$ cat src/mfid_pkg.sv
// constants shared by the multi-function input decoder
package mfid_pkg;

    localparam int NUM_TERM = 6;
    localparam int CODE_W   = 7;
    localparam int NUM_FN   = 74;
    localparam logic [CODE_W-1:0] CODE_MAX = 7'h49;

    // function codes
    localparam logic [CODE_W-1:0] FN_FWD      = 7'h00;
    localparam logic [CODE_W-1:0] FN_REV      = 7'h01;
    localparam logic [CODE_W-1:0] FN_3WIRE    = 7'h02;
    localparam int FN_LOCREM   = 3;
    localparam int FN_CMDSRC   = 4;
    localparam int FN_STEP0    = 5;
    localparam int STEP_BITS   = 4;
    localparam int FN_JOG      = 9;
    localparam int FN_UP       = 10;
    localparam int FN_DOWN     = 11;
    localparam int FN_UP2      = 12;
    localparam int FN_DOWN2    = 13;
    localparam int FN_FORWARD_INCH_REQUEST     = 14;
    localparam int FN_REVERSE_INCH_REQUEST     = 15;
    localparam int FN_RAMPSEL  = 16;
    localparam int FN_RAMPHOLD = 18;
    localparam int FN_BBLOCK   = 19;
    localparam int FN_FSTOP    = 21;
    localparam int FN_EXTF0    = 23;
    localparam int EXTF_NUM    = 16;
    localparam int FN_FRESET   = 39;
    localparam int FN_OVERHEAT = 40;
    localparam int FN_COMM     = 45;
    localparam int FN_PID0     = 46;
    localparam int PID_NUM     = 4;
    localparam int FN_PIDCHAR  = 50;
    localparam int FN_MOTOR2   = 51;
    localparam int FN_TIMER    = 52;
    localparam int FN_OFFS0    = 53;
    localparam int OFFS_NUM    = 3;
    localparam int FN_LOCKOUT  = 60;
    localparam int FN_AHOLD    = 61;
    localparam int FN_DCBRAKE  = 65;
    localparam int FN_ENABLE   = 69;

    // selector values after reset, listed terminal 6 down to terminal 1
    localparam logic [NUM_TERM-1:0][CODE_W-1:0] SEL_DEFAULT =
        {7'h13, 7'h09, 7'h27, 7'h17, 7'h01, 7'h00};

    // timing
    localparam longint CLK_HZ          = 25_000_000;
    localparam longint RUN_CLOSE_MIN_MS = 2;
    localparam int RUN_CLOSE_CYCLES_DEF =
        int'((RUN_CLOSE_MIN_MS * CLK_HZ + 999) / 1000);
    localparam int FLASH_DIV_W_DEF = 22;
    localparam int SYNC_STAGES     = 2;

    // power-up sequencing, gray along settle -> sync -> check -> normal
    typedef enum logic [1:0] {
        MFID_SETTLE = 2'b00,
        MFID_SYNC   = 2'b01,
        MFID_CHECK  = 2'b11,
        MFID_NORMAL = 2'b10
    } mfid_phase_type;

endpackage

$ cat src/mfid_sync.sv
// two-stage synchroniser for the terminal inputs
module mfid_sync #(
    parameter int WIDTH = 6
) (
    // clock and reset
    input  wire logic             clk,
    input  wire logic             reset,
    // raw and synchronised levels
    input  wire logic [WIDTH-1:0] async_in,
    output logic      [WIDTH-1:0] sync_out
);
    import mfid_pkg::*;

    typedef struct packed {
        logic [WIDTH-1:0] meta;
        logic [WIDTH-1:0] stable;
    } mfid_sync_state_type;

    mfid_sync_state_type state_q;
    mfid_sync_state_type state_d;

    always_comb begin
        state_d        = state_q;
        state_d.meta   = async_in;
        // first stage is read only by the second stage
        state_d.stable = state_q.meta;
    end

    always_ff @(posedge clk) begin
        if (reset) begin
            state_q <= '0;
        end else begin
            state_q <= state_d;
        end
    end

    assign sync_out = state_q.stable;

endmodule // mfid_sync

$ cat src/mfid_decoder.sv
// multi-function digital input decoder: six terminals to internal commands
module mfid_decoder
    import mfid_pkg::*;
#(
    parameter int RUN_CLOSE_CYCLES = mfid_pkg::RUN_CLOSE_CYCLES_DEF,
    parameter int FLASH_DIV_W      = mfid_pkg::FLASH_DIV_W_DEF
) (
    // clock and reset
    input  wire logic                          clk,
    input  wire logic                          reset,
    // contact inputs, high when closed
    input  wire logic                          input_terminal_1,
    input  wire logic                          input_terminal_2,
    input  wire logic                          input_terminal_3,
    input  wire logic                          input_terminal_4,
    input  wire logic                          input_terminal_5,
    input  wire logic                          input_terminal_6,
    // selector configuration, taken on select_load
    input  wire logic                          select_load,
    input  wire logic [mfid_pkg::CODE_W-1:0]   terminal_1_function_select,
    input  wire logic [mfid_pkg::CODE_W-1:0]   terminal_2_function_select,
    input  wire logic [mfid_pkg::CODE_W-1:0]   terminal_3_function_select,
    input  wire logic [mfid_pkg::CODE_W-1:0]   terminal_4_function_select,
    input  wire logic [mfid_pkg::CODE_W-1:0]   terminal_5_function_select,
    input  wire logic [mfid_pkg::CODE_W-1:0]   terminal_6_function_select,
    output logic                               select_rejected,
    // drive context
    input  wire logic                          powerup_run_accept,
    input  wire logic                          keypad_source_toggle_key,
    input  wire logic                          motor_running,
    // run sequencing
    output logic                               run_forward,
    output logic                               run_reverse,
    output logic                               powerup_run_blocked,
    output logic                               status_indicator_flash,
    // command source
    output logic                               local_mode_indicator,
    output logic                               source_select_b,
    // speed commands
    output logic [mfid_pkg::STEP_BITS-1:0]     preset_index,
    output logic                               jog_select,
    output logic                               freq_up,
    output logic                               freq_down,
    output logic                               bias_up,
    output logic                               bias_down,
    output logic                               forward_inch_request,
    output logic                               reverse_inch_request,
    output logic                               ramp_time_select,
    output logic                               ramp_hold,
    // stop and fault requests
    output logic                               output_shutoff,
    output logic                               fast_stop,
    output logic [mfid_pkg::EXTF_NUM-1:0]      external_fault,
    output logic                               fault_reset,
    output logic                               external_overheat_alarm,
    // miscellaneous requests
    output logic                               comm_mode,
    output logic [mfid_pkg::PID_NUM-1:0]       pid_control,
    output logic                               pid_input_switch,
    output logic                               motor_2_select,
    output logic                               timer_input,
    output logic [mfid_pkg::OFFS_NUM-1:0]      offset_freq,
    output logic                               param_lockout,
    output logic                               analog_ref_hold,
    output logic                               dc_brake_request,
    output logic                               drive_enable
);
    import mfid_pkg::*;

    localparam int RUN_CNT_W = $clog2(RUN_CLOSE_CYCLES + 2);
    localparam logic [RUN_CNT_W-1:0] RUN_CNT_LIMIT = RUN_CNT_W'(RUN_CLOSE_CYCLES);

    typedef struct packed {
        logic [NUM_TERM-1:0][CODE_W-1:0] sel;
        mfid_phase_type                  phase;
        logic                            w3_run;
        logic [RUN_CNT_W-1:0]            run_cnt;
        logic                            pu_block;
        logic [FLASH_DIV_W-1:0]          flash_cnt;
        logic                            local_sel;
        logic                            src_b;
        logic                            reject;
        logic                            run_fwd;
        logic                            run_rev;
        logic                            flash;
        logic [STEP_BITS-1:0]            step;
        logic [NUM_FN-1:0]               fn_out;
        logic                            up;
        logic                            down;
        logic                            up2;
        logic                            down2;
        logic                            enable;
    } mfid_state_type;

    mfid_state_type state_q;
    mfid_state_type state_d;

    logic [NUM_TERM-1:0]             term_raw;
    logic [NUM_TERM-1:0]             term_lvl;
    logic [NUM_TERM-1:0][CODE_W-1:0] sel_in;
    logic [NUM_TERM-1:0]             term_valid;
    logic [NUM_TERM-1:0]             is_3wire;
    logic [NUM_FN-1:0]               term_hot [NUM_TERM];
    logic                            three_wire;

    assign term_raw = {input_terminal_6, input_terminal_5, input_terminal_4,
                       input_terminal_3, input_terminal_2, input_terminal_1};
    assign sel_in   = {terminal_6_function_select, terminal_5_function_select,
                       terminal_4_function_select, terminal_3_function_select,
                       terminal_2_function_select, terminal_1_function_select};

    mfid_sync #(
        .WIDTH (NUM_TERM)
    ) u_sync (
        .clk      (clk),
        .reset    (reset),
        .async_in (term_raw),
        .sync_out (term_lvl)
    );

    // per-terminal decode into a one-hot function vector
    for (genvar t = 0; t < NUM_TERM; t++) begin : g_term
        assign is_3wire[t]   = (t >= 2) && (state_q.sel[t] == FN_3WIRE);
        // terminals 1 and 2 are taken over by run and stop in three-wire mode
        assign term_valid[t] = (state_q.sel[t] <= CODE_MAX)
                             && !((t < 2) && (state_q.sel[t] == FN_3WIRE))
                             && !((t < 2) && three_wire);
        assign term_hot[t]   = term_valid[t]
                             ? (NUM_FN'(1) << state_q.sel[t]) : '0;
    end

    assign three_wire = |is_3wire;

    logic [NUM_FN-1:0] fn_asg;
    logic [NUM_FN-1:0] fn_act;
    logic              run_present;
    logic              run_ok;
    logic              w3_dir_rev;
    logic              want_local;
    logic              want_src_b;

    always_comb begin
        fn_asg = '0;
        fn_act = '0;
        for (int t = 0; t < NUM_TERM; t++) begin
            fn_asg = fn_asg | term_hot[t];
            fn_act = fn_act | (term_lvl[t] ? term_hot[t] : '0);
        end
        // retained codes set bits that nothing below reads
        w3_dir_rev  = fn_act[FN_3WIRE];
        run_present = three_wire ? term_lvl[0]
                                 : (fn_act[FN_FWD] | fn_act[FN_REV]);
        run_ok      = !state_q.pu_block && (state_q.phase == MFID_NORMAL);
        // terminal owns local/remote when assigned, else the keypad key toggles
        if (fn_asg[FN_LOCREM]) begin
            want_local = fn_act[FN_LOCREM];
        end else begin
            want_local = state_q.local_sel ^ keypad_source_toggle_key;
        end
        want_src_b = fn_asg[FN_CMDSRC] && fn_act[FN_CMDSRC];
    end

    always_comb begin
        state_d        = state_q;
        state_d.reject = 1'b0;

        if (select_load) begin
            for (int t = 0; t < NUM_TERM; t++) begin
                if (sel_in[t] > CODE_MAX || (t < 2 && sel_in[t] == FN_3WIRE)) begin
                    state_d.reject = 1'b1;
                end else begin
                    state_d.sel[t] = sel_in[t];
                end
            end
        end

        // power-up: two cycles let both synchroniser stages fill before the one-time run check
        case (state_q.phase)
            MFID_SETTLE: state_d.phase = MFID_SYNC;
            MFID_SYNC:   state_d.phase = MFID_CHECK;
            MFID_CHECK: begin
                state_d.phase = MFID_NORMAL;
                if (run_present && !powerup_run_accept) begin
                    state_d.pu_block = 1'b1;
                end
            end
            MFID_NORMAL: state_d.phase = MFID_NORMAL;
            default:     state_d.phase = MFID_SETTLE;
        endcase
        // the block lifts only once the run command has been taken away
        if (state_q.pu_block && !run_present) begin
            state_d.pu_block = 1'b0;
        end
        state_d.flash_cnt = state_q.pu_block ? state_q.flash_cnt + 1'b1 : '0;
        state_d.flash     = state_q.pu_block && state_q.flash_cnt[FLASH_DIV_W-1];

        // three-wire run latch; a short contact bounce must not start the motor
        if (!three_wire || !term_lvl[1]) begin
            state_d.w3_run  = 1'b0;
            state_d.run_cnt = '0;
        end else if (term_lvl[0]) begin
            if (state_q.run_cnt == RUN_CNT_LIMIT) begin
                state_d.w3_run = 1'b1;
            end else begin
                state_d.run_cnt = state_q.run_cnt + 1'b1;
            end
        end else begin
            state_d.run_cnt = '0;
        end

        if (state_q.local_sel || !run_ok) begin
            state_d.run_fwd = 1'b0;
            state_d.run_rev = 1'b0;
        end else if (three_wire) begin
            state_d.run_fwd = state_d.w3_run && !w3_dir_rev;
            state_d.run_rev = state_d.w3_run && w3_dir_rev;
        end else begin
            state_d.run_fwd = fn_act[FN_FWD] && !fn_act[FN_REV];
            state_d.run_rev = fn_act[FN_REV] && !fn_act[FN_FWD];
        end

        // source changes wait until the motor has stopped
        if (!motor_running) begin
            state_d.local_sel = want_local;
            state_d.src_b     = want_src_b;
        end

        state_d.fn_out = fn_act;
        state_d.step   = fn_act[FN_STEP0 +: STEP_BITS];
        state_d.up     = fn_asg[FN_UP] && fn_asg[FN_DOWN]
                       && fn_act[FN_UP] && !fn_act[FN_DOWN];
        state_d.down   = fn_asg[FN_UP] && fn_asg[FN_DOWN]
                       && fn_act[FN_DOWN] && !fn_act[FN_UP];
        state_d.up2    = fn_act[FN_UP2] && !fn_act[FN_DOWN2];
        state_d.down2  = fn_act[FN_DOWN2] && !fn_act[FN_UP2];
        // an unassigned enable input leaves the drive enabled
        state_d.enable = !fn_asg[FN_ENABLE] || fn_act[FN_ENABLE];
    end

    always_ff @(posedge clk) begin
        if (reset) begin
            state_q        <= '0;
            state_q.sel    <= SEL_DEFAULT;
            state_q.phase  <= MFID_SETTLE;
            state_q.enable <= 1'b1;
        end else begin
            state_q <= state_d;
        end
    end

    assign select_rejected         = state_q.reject;
    assign run_forward             = state_q.run_fwd;
    assign run_reverse             = state_q.run_rev;
    assign powerup_run_blocked     = state_q.pu_block;
    assign status_indicator_flash  = state_q.flash;
    assign local_mode_indicator    = state_q.local_sel;
    assign source_select_b         = state_q.src_b;
    assign preset_index            = state_q.step;
    assign jog_select              = state_q.fn_out[FN_JOG];
    assign freq_up                 = state_q.up;
    assign freq_down               = state_q.down;
    assign bias_up                 = state_q.up2;
    assign bias_down               = state_q.down2;
    assign forward_inch_request    = state_q.fn_out[FN_FORWARD_INCH_REQUEST];
    assign reverse_inch_request    = state_q.fn_out[FN_REVERSE_INCH_REQUEST];
    assign ramp_time_select        = state_q.fn_out[FN_RAMPSEL];
    assign ramp_hold               = state_q.fn_out[FN_RAMPHOLD];
    assign output_shutoff          = state_q.fn_out[FN_BBLOCK];
    assign fast_stop               = state_q.fn_out[FN_FSTOP];
    assign external_fault          = state_q.fn_out[FN_EXTF0 +: EXTF_NUM];
    assign fault_reset             = state_q.fn_out[FN_FRESET];
    assign external_overheat_alarm = state_q.fn_out[FN_OVERHEAT];
    assign comm_mode               = state_q.fn_out[FN_COMM];
    assign pid_control             = state_q.fn_out[FN_PID0 +: PID_NUM];
    assign pid_input_switch        = state_q.fn_out[FN_PIDCHAR];
    assign motor_2_select          = state_q.fn_out[FN_MOTOR2];
    assign timer_input             = state_q.fn_out[FN_TIMER];
    assign offset_freq             = state_q.fn_out[FN_OFFS0 +: OFFS_NUM];
    assign param_lockout           = state_q.fn_out[FN_LOCKOUT];
    assign analog_ref_hold         = state_q.fn_out[FN_AHOLD];
    assign dc_brake_request        = state_q.fn_out[FN_DCBRAKE];
    assign drive_enable            = state_q.enable;

    // checks
    a_reset_defaults: assert property (@(posedge clk)
        reset |=> state_q.sel == SEL_DEFAULT)
        else $error("selectors not at defaults after reset");

    a_select_range: assert property (@(posedge clk) disable iff (reset)
        select_load && sel_in[0] > CODE_MAX |=> $stable(state_q.sel[0]) && select_rejected)
        else $error("out-of-range code accepted");

    a_run_not_early: assert property (@(posedge clk) disable iff (reset)
        $rose(state_q.w3_run) |-> state_q.run_cnt == RUN_CNT_LIMIT && $past(term_lvl[0]))
        else $error("three-wire run started before minimum closure");

    a_stop_opens: assert property (@(posedge clk) disable iff (reset)
        three_wire && !term_lvl[1] |=> !state_q.w3_run ##1 !run_forward && !run_reverse)
        else $error("stop input opening did not stop the motor");

    a_dir_reverse: assert property (@(posedge clk) disable iff (reset)
        three_wire && state_d.w3_run && run_ok && !state_q.local_sel && w3_dir_rev
        |=> run_reverse && !run_forward)
        else $error("closed direction input did not select reverse");

    a_powerup_block: assert property (@(posedge clk) disable iff (reset)
        state_q.phase == MFID_CHECK && run_present && !powerup_run_accept
        |=> powerup_run_blocked ##1 !run_forward && !run_reverse)
        else $error("run present at power-up not blocked");

    a_led_local: assert property (@(posedge clk) disable iff (reset)
        fn_asg[FN_LOCREM] && !motor_running
        |=> local_mode_indicator == $past(fn_act[FN_LOCREM]))
        else $error("local indicator does not follow the terminal");

    a_local_no_run: assert property (@(posedge clk) disable iff (reset)
        state_q.local_sel |=> !run_forward && !run_reverse)
        else $error("terminal run command passed in local mode");

    a_local_frozen: assert property (@(posedge clk) disable iff (reset)
        motor_running |=> $stable(state_q.local_sel))
        else $error("local/remote changed during run");

    a_source_frozen: assert property (@(posedge clk) disable iff (reset)
        motor_running |=> $stable(source_select_b))
        else $error("command source changed during run");

    a_preset_index: assert property (@(posedge clk) disable iff (reset)
        1'b1 |=> preset_index == $past(fn_act[FN_STEP0 +: STEP_BITS]))
        else $error("preset index does not follow step inputs");

    a_updown_pair: assert property (@(posedge clk) disable iff (reset)
        fn_act[FN_UP] && fn_act[FN_DOWN] |=> !freq_up && !freq_down)
        else $error("up and down both closed did not hold");

    c_three_wire_run: cover property (@(posedge clk) disable iff (reset)
        $rose(run_forward) && three_wire);
    c_powerup_block: cover property (@(posedge clk) disable iff (reset)
        $fell(powerup_run_blocked));
    c_local_switch: cover property (@(posedge clk) disable iff (reset)
        $rose(local_mode_indicator));

endmodule // mfid_decoder

$ cat config.mk
export PLATFORM = sky130hd
export DESIGN_NAME = mfid_decoder
export DESIGN_NICKNAME = d
export VERILOG_FILES = /design/src/mfid_pkg.sv /design/src/mfid_sync.sv /design/src/mfid_decoder.sv
export SDC_FILE = /design/constraint.sdc
export NUM_CORES = 1
export LEC_CHECK = 0
export BUFFER_PORTS_ARGS = -buffer_cell sky130_fd_sc_hd__buf_2
export CORE_UTILIZATION = 53
export DETAILED_ROUTE_END_ITERATION = 8
export GPL_TIMING_DRIVEN = 0
export PLACE_DENSITY = 0.85
export SETUP_SLACK_MARGIN = 0.1
export SLEW_MARGIN = 20
export SYNTH_ARGS = -nofsm -noshare
export SYNTH_HDL_FRONTEND = slang
export SYNTH_SLANG_ARGS = --single-unit
$ cat constraint.sdc
create_clock -name clk -period 2.3 [get_ports clk]
set_input_delay 0.115 -clock clk [delete_from_list [all_inputs] [get_ports clk]]
set_output_delay 0.115 -clock clk [all_outputs]
set_load 0.02 [all_outputs]
## Yosys cells after proc, flatten, opt, wreduce, memory -nomap -nowiden

Cells that the tools add are included.

- Bits in registers: 177

- Bitwise logic cells: 21
- Add/sub/neg operators: 2
- Shifts and indexed selects: 6
- Muxes and demuxes: 27
- Reduce and logical (&&, ||, !) cells: 56
- Order comparisons: 12
- Eq/ne operators: 12

Operators with widths:

| kind | count |
|---|---|
| $mux W70 | 12 |
| $or A70 B70 Y70 | 10 |
| $shl A1 B7 Y70 const A | 6 |
| $eq A7 B2 Y1 const B | 8 |
| $gt A7 B7 Y1 const B | 6 |
| $le A7 B7 Y1 const B | 6 |
| $mux W16 | 2 |
| $add A22 B1 Y22 const B | 1 |
| $logic_and A1 B1 Y1 | 20 |
| $mux W17 | 1 |
| $add A16 B1 Y16 const B | 1 |
| $eq A16 B16 Y1 const B | 1 |
| $logic_not A1 Y1 | 16 |
| $reduce_and A2 Y1 | 7 |
| $mux W1 | 10 |
| $reduce_or A2 Y1 | 5 |
| $not A1 Y1 | 9 |
| $pmux W2 S3 | 1 |
| $logic_or A1 B1 Y1 | 5 |
| $eq A2 B2 Y1 const B | 2 |
| $reduce_or A4 Y1 | 1 |
| $reduce_or A3 Y1 | 1 |
| $eq A2 B1 Y1 const B | 1 |
| $logic_not A2 Y1 | 1 |
| other kinds (3) | 3 |

## Depth between registers and ports, before layout

Gate-level depths: netlist of the first run.

- Depth in word-level cells: 16
- Mapped depth: 10
- Depth with buffers taken out: 8

## Modules after synthesis

From an unflattened synthesis of the first run, not the netlist that was laid out.

- Cell total of the unflattened synthesis: 1103
- Area total of the unflattened synthesis: 8861.0 µm²

By module, submodules not included:

| module | area each (µm²) | times used | sequential area each (µm²) | cells an instance |
|---|---|---|---|---|
| mfid_decoder | 8494.4 | 1 | 2762.6 | 1078 |
| mfid_sync | 366.6 | 1 | 240.2 | 25 |

## Worst setup path after synthesis of the first run

No wires, ideal clock.

- Path kind: reg2reg
- From: register state_q[159] in the netlist's numbering
- To: register state_q, in the netlist analog_ref_hold
- Clock period less this slack: 2227 ps
- Data required time: 2178 ps
- Setup slack: 73 ps
- Setup time: 122 ps
- Data arrival time: 2105 ps
- Stages on the path, launching flop included: 10
- Path through: dfxtp_1 buf_6 or4b_4 o22ai_4 or2_1 buf_6 nor3b_2 and4b_4 buf_6 a221o_1

- Cells in the longest elaborated chain, start to end: 11
- Elaborated cells on any way between the ends: 18
- Those cells by class: order compare (1); eq/ne (1); shift (1); mux (6); bitwise (5); reduce/logical (4)

RTL lines:

| element | RTL line | source |
|---|---|---|
| start: declaration | mfid_decoder.sv:95 | `mfid_state_type state_q;` |
| start signal: assignment | mfid_decoder.sv:247 | `state_q <= state_d;` |
| $eq A7 B2 Y1 | mfid_decoder.sv:123 | `assign is_3wire[t] = (t >= 2) && (state_q.sel[t] == FN_3WIRE);` |
| $reduce_or A4 Y1 | mfid_decoder.sv:132 | `assign three_wire = \|is_3wire;` |
| $logic_not A1 Y1 | mfid_decoder.sv:127 | `&& !((t < 2) && three_wire);` |
| $logic_and A1 B1 Y1 | mfid_decoder.sv:127 |  |
| $mux W70 | mfid_decoder.sv:129 | `? (NUM_FN'(1) << state_q.sel[t]) : '0;` |
| $mux W70 | mfid_decoder.sv:147 | `fn_act = fn_act \| (term_lvl[t] ? term_hot[t] : '0);` |
| $or A70 B70 Y70 (3 in series) | mfid_decoder.sv:147 |  |
| $or A70 B70 Y70 * (2 in series) | mfid_decoder.sv:147 |  |

Every way passes the cells marked *; elsewhere a longest branch is shown, timed or not.
A chain may end at the register's enable or synchronous reset.

## Worst setup path in the final report of the first run

- From: register state_q[159] in the netlist's numbering
- To: register state_q, in the netlist pid_control[2]

Same word-level chain as after synthesis.

==> impl_results.md, run 1 <==
* Flop pwr share at 41.2%
* Largest net degree at the start of global routing at 17
* Die X at 130 um
* Worst hold slack at 10.1 ps
* I/O pin count at 109
* PD cells at 564 mW/mm2
* Layout Skew at 11.9 ps
* Arrival @ worst endpoint at 2790 ps
* DRT met1 WL at 13.8 mm
* Die Y at 130 um
* CTS buffer count at 17
* IO buf count at 108
* Number of global-route vias before repair at 9119
* Crit end category: flip-flop
* Core area at 0.0159 mm2
* Top Metal Used: met4
* Avg Inst Size Synth at 8.04 um2
* Worst Tran Pin Value at 1080 ps
* Psw at 1.91 mW
* GRT Util Overall at 43.7%
* Max Cap Violations at 0
* CTS tree: yes
* Internal at 4.73 mW
* Max Slew Vio Count at 0
* Final Power at 6.64 mW
* RD Place Congestion at 1.06
* EDFF count, synth at 0
* Worst reg2reg startpoint: state_q[159]
* Area after DPL at 0.00945 mm2
* Critical path buffers and inverters at 3
* FP Rows at 46
* Synth warnings at 0
* Global route overflow at 0
* Clock buffer depth at 2
* Worst path slowest cell: or4b_4
* Router iterations before antenna repair at 6
* Crit Path Max Fanout at 8
* DRC viols at 0
* Final antenna-violating net count at 0
* Vias after detailed routing at 10.1k
* Post-synthesis cell area at 0.00863 mm2
* Share of total power in combinational logic at 14.6%
* Status: finished with violations
* Lkg Pwr at 4.40 nW
* #FFs+latches synth at 150
* CP cell instances: buf_6, or4b_4, o22ai_4, or2_1, buf_6, nor3b_4, and4b_4, buf_6, a221o_1
* Initial antenna violation count at 0
* Hold crit path type: input port to flip-flop
* Crit path time final at 2490 ps
* Hold Vio Cnt, Final at 0
* HPWL after DPL at 25.4 mm
* # setup viols final at 30
* WL final at 37.6 mm
* Critical path's most frequent cell: buf_6
* WL/cell at 25.0 um
* Cell area after layout at 0.0118 mm2
* Critical Path Max Stage Delay at 540 ps
* Metal3 WL at 4.19 mm
* Relative slew margins at 27.0%
* Cell count after synthesis at 1073
* Max H-tree Level at 4
* Clock power share at 44.2%
* CP delay by family, top: simple AND/OR/NAND/NOR gates
* Clock latency on the worst-skew pair at 440 ps
* Sw Ratio at 28.7%
* Count of different cell masters after synthesis at 76
* Max Clock Freq at 402 MHz
* Main synth FF type: dfxtp_1
* Diodes inserted at 0
* Reg clk slew, reported paths at 70 ps
* RSZ-0062 raised after global routing: yes
* Routed met2 length at 16.7 mm
* Critical path launch point type: flip-flop
* Worst setup margin at -186 ps
* Req. time, crit path at 2610 ps
* Vias per cell at 6.71
* Seq/Total Area, Yosys at 34.8%
* Final Util at 74.1%
* DRT iter0 DRCs at 1374
* Hold Startpoint: terminal_5_function_select[0]
* Failing checks: setup timing
* Crit path from: state_q[159]
* Peak supply drop at 562 uV
* Die footprint at 0.0168 mm2
* Period utilization at 108%
* Synth-to-layout area growth at 36.5%
* Initial Utilization at 54.3%
* Asr flop ratio synth at 0%
* Root buffer cell: clkbuf_16
* DP Worst Slack at -649 ps
* CTS Sinks at 150
* Share of layout cells above drive strength 1 at 30.2%
* Post-Syn Nets at 1130
* Critical path class: flip-flop to flip-flop
* First-pass GRT wire length at 53.5 mm
* Layout Nets at 1332
through the flow:
stage / TNS, ps / std cells
floorplan: 0 / 1073
global placement: -25570 / 1397
detailed placement: -18120 / 1397
CTS: -900 / 1488
global route: -3140 / 1502
finish: -1720 / 1502
placed cells by master (no fill, tap or decap), types with 22 or more instances in the layout:
| cell type | Yosys | layout |
|---|---|---|
| nand3_1 | 40 | 38 |
| buf_6 | 4 | 22 |
| mux2i_1 | 28 | 28 |
| nor2b_1 | 31 | 29 |
| nand2b_1 | 32 | 30 |
| dlygate4sd3_1 | 0 | 38 |
| xor2_1 | 22 | 22 |
| clkbuf_1 | 59 | 37 |
| buf_2 | 9 | 108 |
| dfxtp_1 | 150 | 137 |
| nor3_1 | 42 | 34 |
| nand2_1 | 79 | 73 |
| nor2_1 | 156 | 139 |
| buf_4 | 27 | 56 |
| o22ai_1 | 43 | 43 |
power groups by stage:
stage | logic, mW | clock network, mW | registers (mW)
detailed placement | 0.724 | 0 | 2.78
CTS | 0.854 | 2.91 | 2.73
finish | 0.966 | 2.94 | 2.74
floorplan | 0.457 | 0 | 2.77
global route | 1.01 | 3.04 | 2.74
global placement | 0.722 | 0 | 2.78
flip-flops by register name, summed over array words and instances (netlist names), 3 cells and up:
| name | cells |
|---|---|
| external_fault | 16 |
| offset_freq | 3 |
| pid_control | 4 |
| preset_index | 3 |
| state_q | 84 |
| u_sync.state_d | 6 |
| u_sync.sync_out | 6 |
cell usage after synthesis, types with 6 or more instances:
cell	n	area share (%)
a211o_1	12	1.2
a211oi_1	15	1.3
a21oi_1	26	1.5
a221o_1	15	1.7
a221oi_1	28	2.8
a22oi_1	16	1.4
a31oi_1	12	0.87
and3_1	22	1.6
and4_1	6	0.61
buf_2	9	0.52
buf_4	27	2.3
clkbuf_1	59	2.6
dfxtp_1	150	35
inv_1	16	0.70
mux2i_1	28	3.2
nand2_1	79	3.4
nand2b_1	32	2.3
nand3_1	40	2.3
nand4_1	10	0.72
nand4b_1	8	0.81
nor2_1	156	6.8
nor2b_1	31	2.2
nor3_1	42	2.4
nor4_1	16	1.2
nor4b_1	8	0.81
o21ai_0	12	0.70
o221ai_1	7	0.71
o22ai_1	43	3.1
or3_1	20	1.4
or4b_2	7	0.81
xnor2_1	11	1.1
xor2_1	22	2.2
final timing paths:
kind	to	depth (start not counted)	slack [ps]
setup / recovery	pid_control[2]	9	-190
hold reg to reg	u_sync.sync_out[1]	1	450
hold / removal	state_q[159]	3	10
setup reg to reg	pid_control[2]	9	-190
cell families (layout without fill, tap and decap cells):
logic type / Yosys count / in the layout / share of synthesized area [%]
AOI/OAI and AO/OA: 232 / 232 / 20.1
xor gates and xnor gates: 33 / 33 / 3.35
adders and majority gates: 3 / 3 / 0.435
buffers and inverters: 117 / 329 / 6.76
DFF: 150 / 150 / 34.8
muxes: 28 / 28 / 3.25
and+or+nand+nor: 510 / 511 / 31.3
layout make-up:
cell class / instances / area, um2
plain buffers: 93 / 582
clock buffers: 17 / 425
repair buffers: 190 / 1350
multi-input cells: 807 / 5900
well taps: 216 / 270
fillers: 1137 / 4110
inverters: 16 / 60.1
flip-flops and latches: 150 / 3030
clock inverters: 13 / 170
worst reg2reg max path, delay by kind of cell, from the launching register on:
kind	cells	cell delay (ps)
simple gates	4	960
compound gates	2	630
buf+inv	3	440
flops	1	320
routing by layer:
layer	up-vias	track usage (%)
li1	4344	-
met5	-	0
met2	826	70.2
met4	0	27.8
met1	4674	51.9
met3	233	11.4
what timing repair did:
item | in CTS | in global routing
buffers inserted | 24 | 19
resized for setup | 113 | 133
pin swaps | 26 | 61
setup endpoints to repair | 69 | 73
hold endpoints to repair | 38 | 0
hold buffers | 38 | 0
cloned | 4 | 1
Note: power is estimated with default switching activity, not from simulation.
==> run 2, diff against run 1 <==
- CELL_PAD_IN_SITES_DETAIL_PLACEMENT: default -> 0
- CELL_PAD_IN_SITES_GLOBAL_PLACEMENT: default -> 2
- CORE_UTILIZATION: 53 -> 35
- PLACE_DENSITY: 0.85 -> 0.89
- clock period: 2.3 -> 2.8 ns (I/O delays scaled with it)
==> impl_results.md, run 2 (synthesis gave the netlist of run 1 again) <==
* Status: finished with violations
* Failing checks: hold timing
* Psw at 1.56 mW
* Critical path's most frequent cell: buf_2
* Die Y at 159 um
* CP delay by family, top: simple AND/OR/NAND/NOR gates
* FP Rows at 57
* Largest register FFs at 84
* Relative slew margins at 14.1%
* Final antenna-violating net count at 0
* Worst Tran Pin Value at 1280 ps
* Layout fillers at 2494
* RSZ-0062 raised after global routing: yes
* Max H-tree Level at 4
* WL final at 35.7 mm
* Commonest non-fill, non-tap cell in the layout: nor2_1
* Hold Vio Cnt, Final at 1
* DP Worst Slack at -161 ps
* Share of total power in combinational logic at 13.0%
* HPWL after DPL at 27.0 mm
* Reg clk slew, reported paths at 70 ps
* Crit path time final at 2640 ps
* Number of global-route vias before repair at 8440
* Sw Ratio at 29.7%
* Vias after detailed routing at 9073
* Critical path buffers and inverters at 3
* Period utilization at 94.4%
* Max Cap Violations at 0
* Internal at 3.70 mW
* Root buffer cell: clkbuf_16
* Req. time, crit path at 3150 ps
* Arrival @ worst endpoint at 2990 ps
* Vias per cell at 5.77
* Critical path launch point type: flip-flop
* Commonest cells after routing, fill and taps aside: 156 x nor2_1, 150 x dfxtp_1, 116 x buf_2
* DRC viols at 0
* Setup TNS at 0 ps
* Layout Nets at 1293
* Diodes inserted at 0
* RD Place Congestion at 1.03
* Reg area at 0.00300 mm2
* Synth-to-layout area growth at 23.9%
* First-pass GRT wire length at 52.9 mm
* Worst setup margin at 157 ps
* Flop pwr share at 42.5%
* Max Slew Vio Count at 0
* CTS tree: yes
* Critical Path Max Stage Delay at 390 ps
* CP cell instances: buf_2, or3_1, o22ai_4, or2_1, buf_6, nor4_2, buf_2, a22oi_1, a21oi_1
* CTS Sinks at 150
* Router iterations before antenna repair at 5
* Largest net degree at the start of global routing at 17
* PD cells at 492 mW/mm2
* Peak supply drop at 343 uV
* Clock buffer depth at 2
* # setup viols final at 0
* Area of the multi-input gates at 0.00520 mm2
* Die X at 159 um
* WL/cell at 22.7 um
* Layout Skew at 11.5 ps
* Share of layout cells above drive strength 1 at 18.2%
* DRT iter0 DRCs at 822
* IO buf count at 108
* Lkg Pwr at 3.92 nW
* Global route overflow at 0
* Clock power share at 44.5%
* Worst path slowest cell: nor4_2
* Area after DPL at 0.00960 mm2
* Critical path class: flip-flop to flip-flop
* Clock latency on the worst-skew pair at 450 ps
* Cell area after layout at 0.0107 mm2
* Final Util at 44.1%
* Initial Utilization at 35.6%
* Die footprint at 0.0253 mm2
* Core area at 0.0242 mm2
* Crit end category: flip-flop
* CTS buffer count at 17
* Max Clock Freq at 378 MHz
* I/O pin count at 109
* Initial antenna violation count at 0
* Hold crit path type: input port to flip-flop
* Worst hold slack at -0.762 ps
* GRT Util Overall at 27.9%
* Biggest register: state_q
* Crit Path Max Fanout at 10
-- run 2: changes by cell type in the layout (fill, tap and decap cells not counted), sizes merged --
cell         change
buf             -42
nor4             -1
bufinv           -2
clkbuf           +8
inv              +1
clkinv           +2
dlygate4sd3      -2
clkinvlp         -1
-- run 2: worst register-to-register path: stages (launching register included) --
cell and delay (ps):
dfxtp_1 300, buf_2 200, or3_1 330, o22ai_4 130, or2_1 250, buf_6 140
nor4_2 390, buf_2 380, a22oi_1 160, a21oi_1 260
-- run 2: repair_timing --
item	in CTS	in global routing
gates resized for setup	5	19
hold buffers	36	0
endpoints found under the setup margin	19	29
hold endpoints to repair	36	0
pin swaps	0	1
buffers inserted	0	3
-- run 2: worst paths after layout --
path / from / to / slack [ps] / cells past startpoint
max: state_q[158] / external_fault[12] / 160 / 9
min: terminal_1_function_select[6] / state_q[137] / -0.8 / 3
max reg2reg: state_q[158] / external_fault[12] / 160 / 9
min reg2reg: u_sync.state_d[1] / u_sync.sync_out[1] / 440 / 1
-- run 2: stage by stage --
step           cells  power [mW]
6_report        1573        5.26
5_1_grt         1573        5.43
4_1_cts         1572        5.26
3_5_place_dp    1505        2.90
3_3_place_gp    1505        2.90
2_1_floorplan   1073        2.65
-- run 2: power by group through the flow --
| stage | Sequential (mW) | Combinational (mW) | Clock (mW) |
|---|---|---|---|
| 5_1_grt | 2.24 | 0.724 | 2.46 |
| 4_1_cts | 2.23 | 0.659 | 2.37 |
| 3_3_place_gp | 2.28 | 0.616 | 0 |
| 6_report | 2.24 | 0.684 | 2.34 |
| 2_1_floorplan | 2.27 | 0.376 | 0 |
| 3_5_place_dp | 2.28 | 0.614 | 0 |
-- run 2: layout make-up --
type	instances	area share, %
sequential	150	28.1
timing repair buffer	147	8.64
buffer	98	4.81
tap	324	3.79
inverter	16	0.562
clock buffer	19	4.14
multi-input combinational	806	48.7
clock inverter	13	1.30
-- run 2: routing by layer --
layer	up-vias	part of all wire, %	track usage, %
met5	-	0	0
met4	0	3.7	11.8
met3	81	8.7	6.46
met2	441	44	42.8
met1	4280	43	37.3
li1	4271	-	-
==> run 3, diff against run 2 <==
- MAX_ROUTING_LAYER: default -> met4
==> impl_results.md, run 3 (synthesis gave the netlist of run 1 again) <==
* CTS tree: yes
* Max Cap Violations at 0
* DP Worst Slack at -74.3 ps
* Hold crit path type: input port to flip-flop
* Worst path slowest cell: or4b_4
* WL final at 36.3 mm
* Max Slew Vio Count at 0
* Critical path launch point type: flip-flop
* Largest register FFs at 84
* RD Place Congestion at 0.996
* IO buf count at 108
* Root buffer cell: clkbuf_16
* Core area at 0.0242 mm2
* Biggest register: state_q
* CTS buffer count at 17
* Clock buffer depth at 2
* CP cell instances: clkbuf_2, or4b_4, o22ai_4, or2_1, buf_6, buf_6, nor4_4, a211oi_1, a21oi_1
* Final antenna-violating net count at 0
* HPWL after DPL at 27.4 mm
* Die Y at 159 um
* Hold Vio Cnt, Final at 0
* Max H-tree Level at 4
* GRT Util Overall at 29.1%
* Share of layout cells above drive strength 1 at 18.2%
* Critical Path Max Stage Delay at 590 ps
* Crit Path Max Fanout at 10
* FP Rows at 57
* I/O pin count at 109
* PD cells at 500 mW/mm2
* Largest net degree at the start of global routing at 17
* Synth-to-layout area growth at 24.1%
* Router iterations before antenna repair at 5
* Number of setup buffers added after CTS at 0
* Worst setup margin at 113 ps
* Crit path time final at 2690 ps
* RSZ-0062 raised after global routing: yes
* Setup TNS at 0 ps
* Vias per cell at 5.86
* Crit end category: flip-flop
* Vias after detailed routing at 9202
* First-pass GRT wire length at 53.5 mm
* WL/cell at 23.1 um
* Diodes inserted at 0
* # setup viols final at 0
* Relative slew margins at 20.9%
* Clock latency on the worst-skew pair at 440 ps
* DRC viols at 0
* Final cell count without fillers at 1571
* Peak supply drop at 346 uV
* Critical path's most frequent cell: buf_6
* Layout Skew at 12.8 ps
* Worst hold slack at 14.1 ps
* Reg clk slew, reported paths at 70 ps
* Arrival @ worst endpoint at 2970 ps
* Critical path class: flip-flop to flip-flop
* Layout Nets at 1292
* Period utilization at 96.0%
* DP Cell Count at 1506
* Lkg Pwr at 3.93 nW
* Status: completed
* Die footprint at 0.0253 mm2
* Die X at 159 um
* Req. time, crit path at 3080 ps
* DRT iter0 DRCs at 858
* Commonest cells after routing, fill and taps aside: 156 x nor2_1, 150 x dfxtp_1, 116 x buf_2
* Commonest non-fill, non-tap cell in the layout: nor2_1
* Worst Tran Pin Value at 1180 ps
* Initial antenna violation count at 0
* Max Clock Freq at 372 MHz
* Global route overflow at 0
* CTS Sinks at 150
* Initial Utilization at 35.6%
* Number of global-route vias before repair at 8478
==> run 3: changes by cell type in the layout (fill, tap and decap cells not counted), sizes merged <==
cell / before / now
dlygate4sd3: 36 / 37
buf: 151 / 150
bufinv: 1 / 2
clkinvlp: 1 / 2
clkinv: 4 / 2
clkbuf: 77 / 75
==> run 3: metrics by stage <==
| step | utilization, % | area, um2 | power (mW) |
|---|---|---|---|
| 2_1_floorplan | - | 8630 | 2.65 |
| 4_1_cts | 43.8 | 10600 | 5.37 |
| 3_3_place_gp | 39.5 | 9580 | 2.90 |
| 3_5_place_dp | 39.6 | 9610 | 2.91 |
| 6_report | 44.2 | 10700 | 5.36 |
| 5_1_grt | 44.2 | 10700 | 5.53 |
==> run 3: timing repair <==
action	CTS	global route
hold buffers	37	0
pin swaps	1	0
resized for setup	6	18
endpoints found under the setup margin	18	30
endpoints found under the hold margin	37	0
==> run 3: layout make-up <==
cell class,count,area [um2]
fill,2537,13500
multi-input combinational,806,5200
sequential,150,3000
timing repair buffer,146,918
buffer,98,514
clock buffer,18,439
tap,324,405
clock inverter,13,165
inverter,16,60.1
==> run 3: path summary, 6_finish.rpt <==
check / from / to / slack, ps / cells after the start
hold / removal: terminal_3_function_select[0] / state_q[145] / 10 / 3
hold reg to reg: u_sync.state_d[5] / u_sync.sync_out[5] / 440 / 1
setup / recovery: state_q[160] / external_fault[11] / 110 / 9
setup reg to reg: state_q[160] / external_fault[11] / 110 / 9
==> run 3: power breakdown <==
group | leakage (nW) | internal (mW) | switching, mW
clock network | 0.292 | 1.37 | 1.06
logic | 2.41 | 0.236 | 0.455
registers | 1.22 | 2.19 | 0.0510
total | 3.93 | 3.79 | 1.56
==> run 3: critical path: cells and delay by family, from the launching register on <==
kind	cells	cell delay (ps)
simple gates	3	800
compound gates	3	920
buf+inv	3	490
flops	1	310
==> run 3: per-layer routing <==
layer / vias to the layer above / GRT usage, % / share of wire [%]
li1: 4279 / - / -
met4: 0 / 12.6 / 3.6
met3: 91 / 6.56 / 8.3
met1: 4370 / 36.9 / 44
met5: - / - / 0
met2: 462 / 44.2 / 45
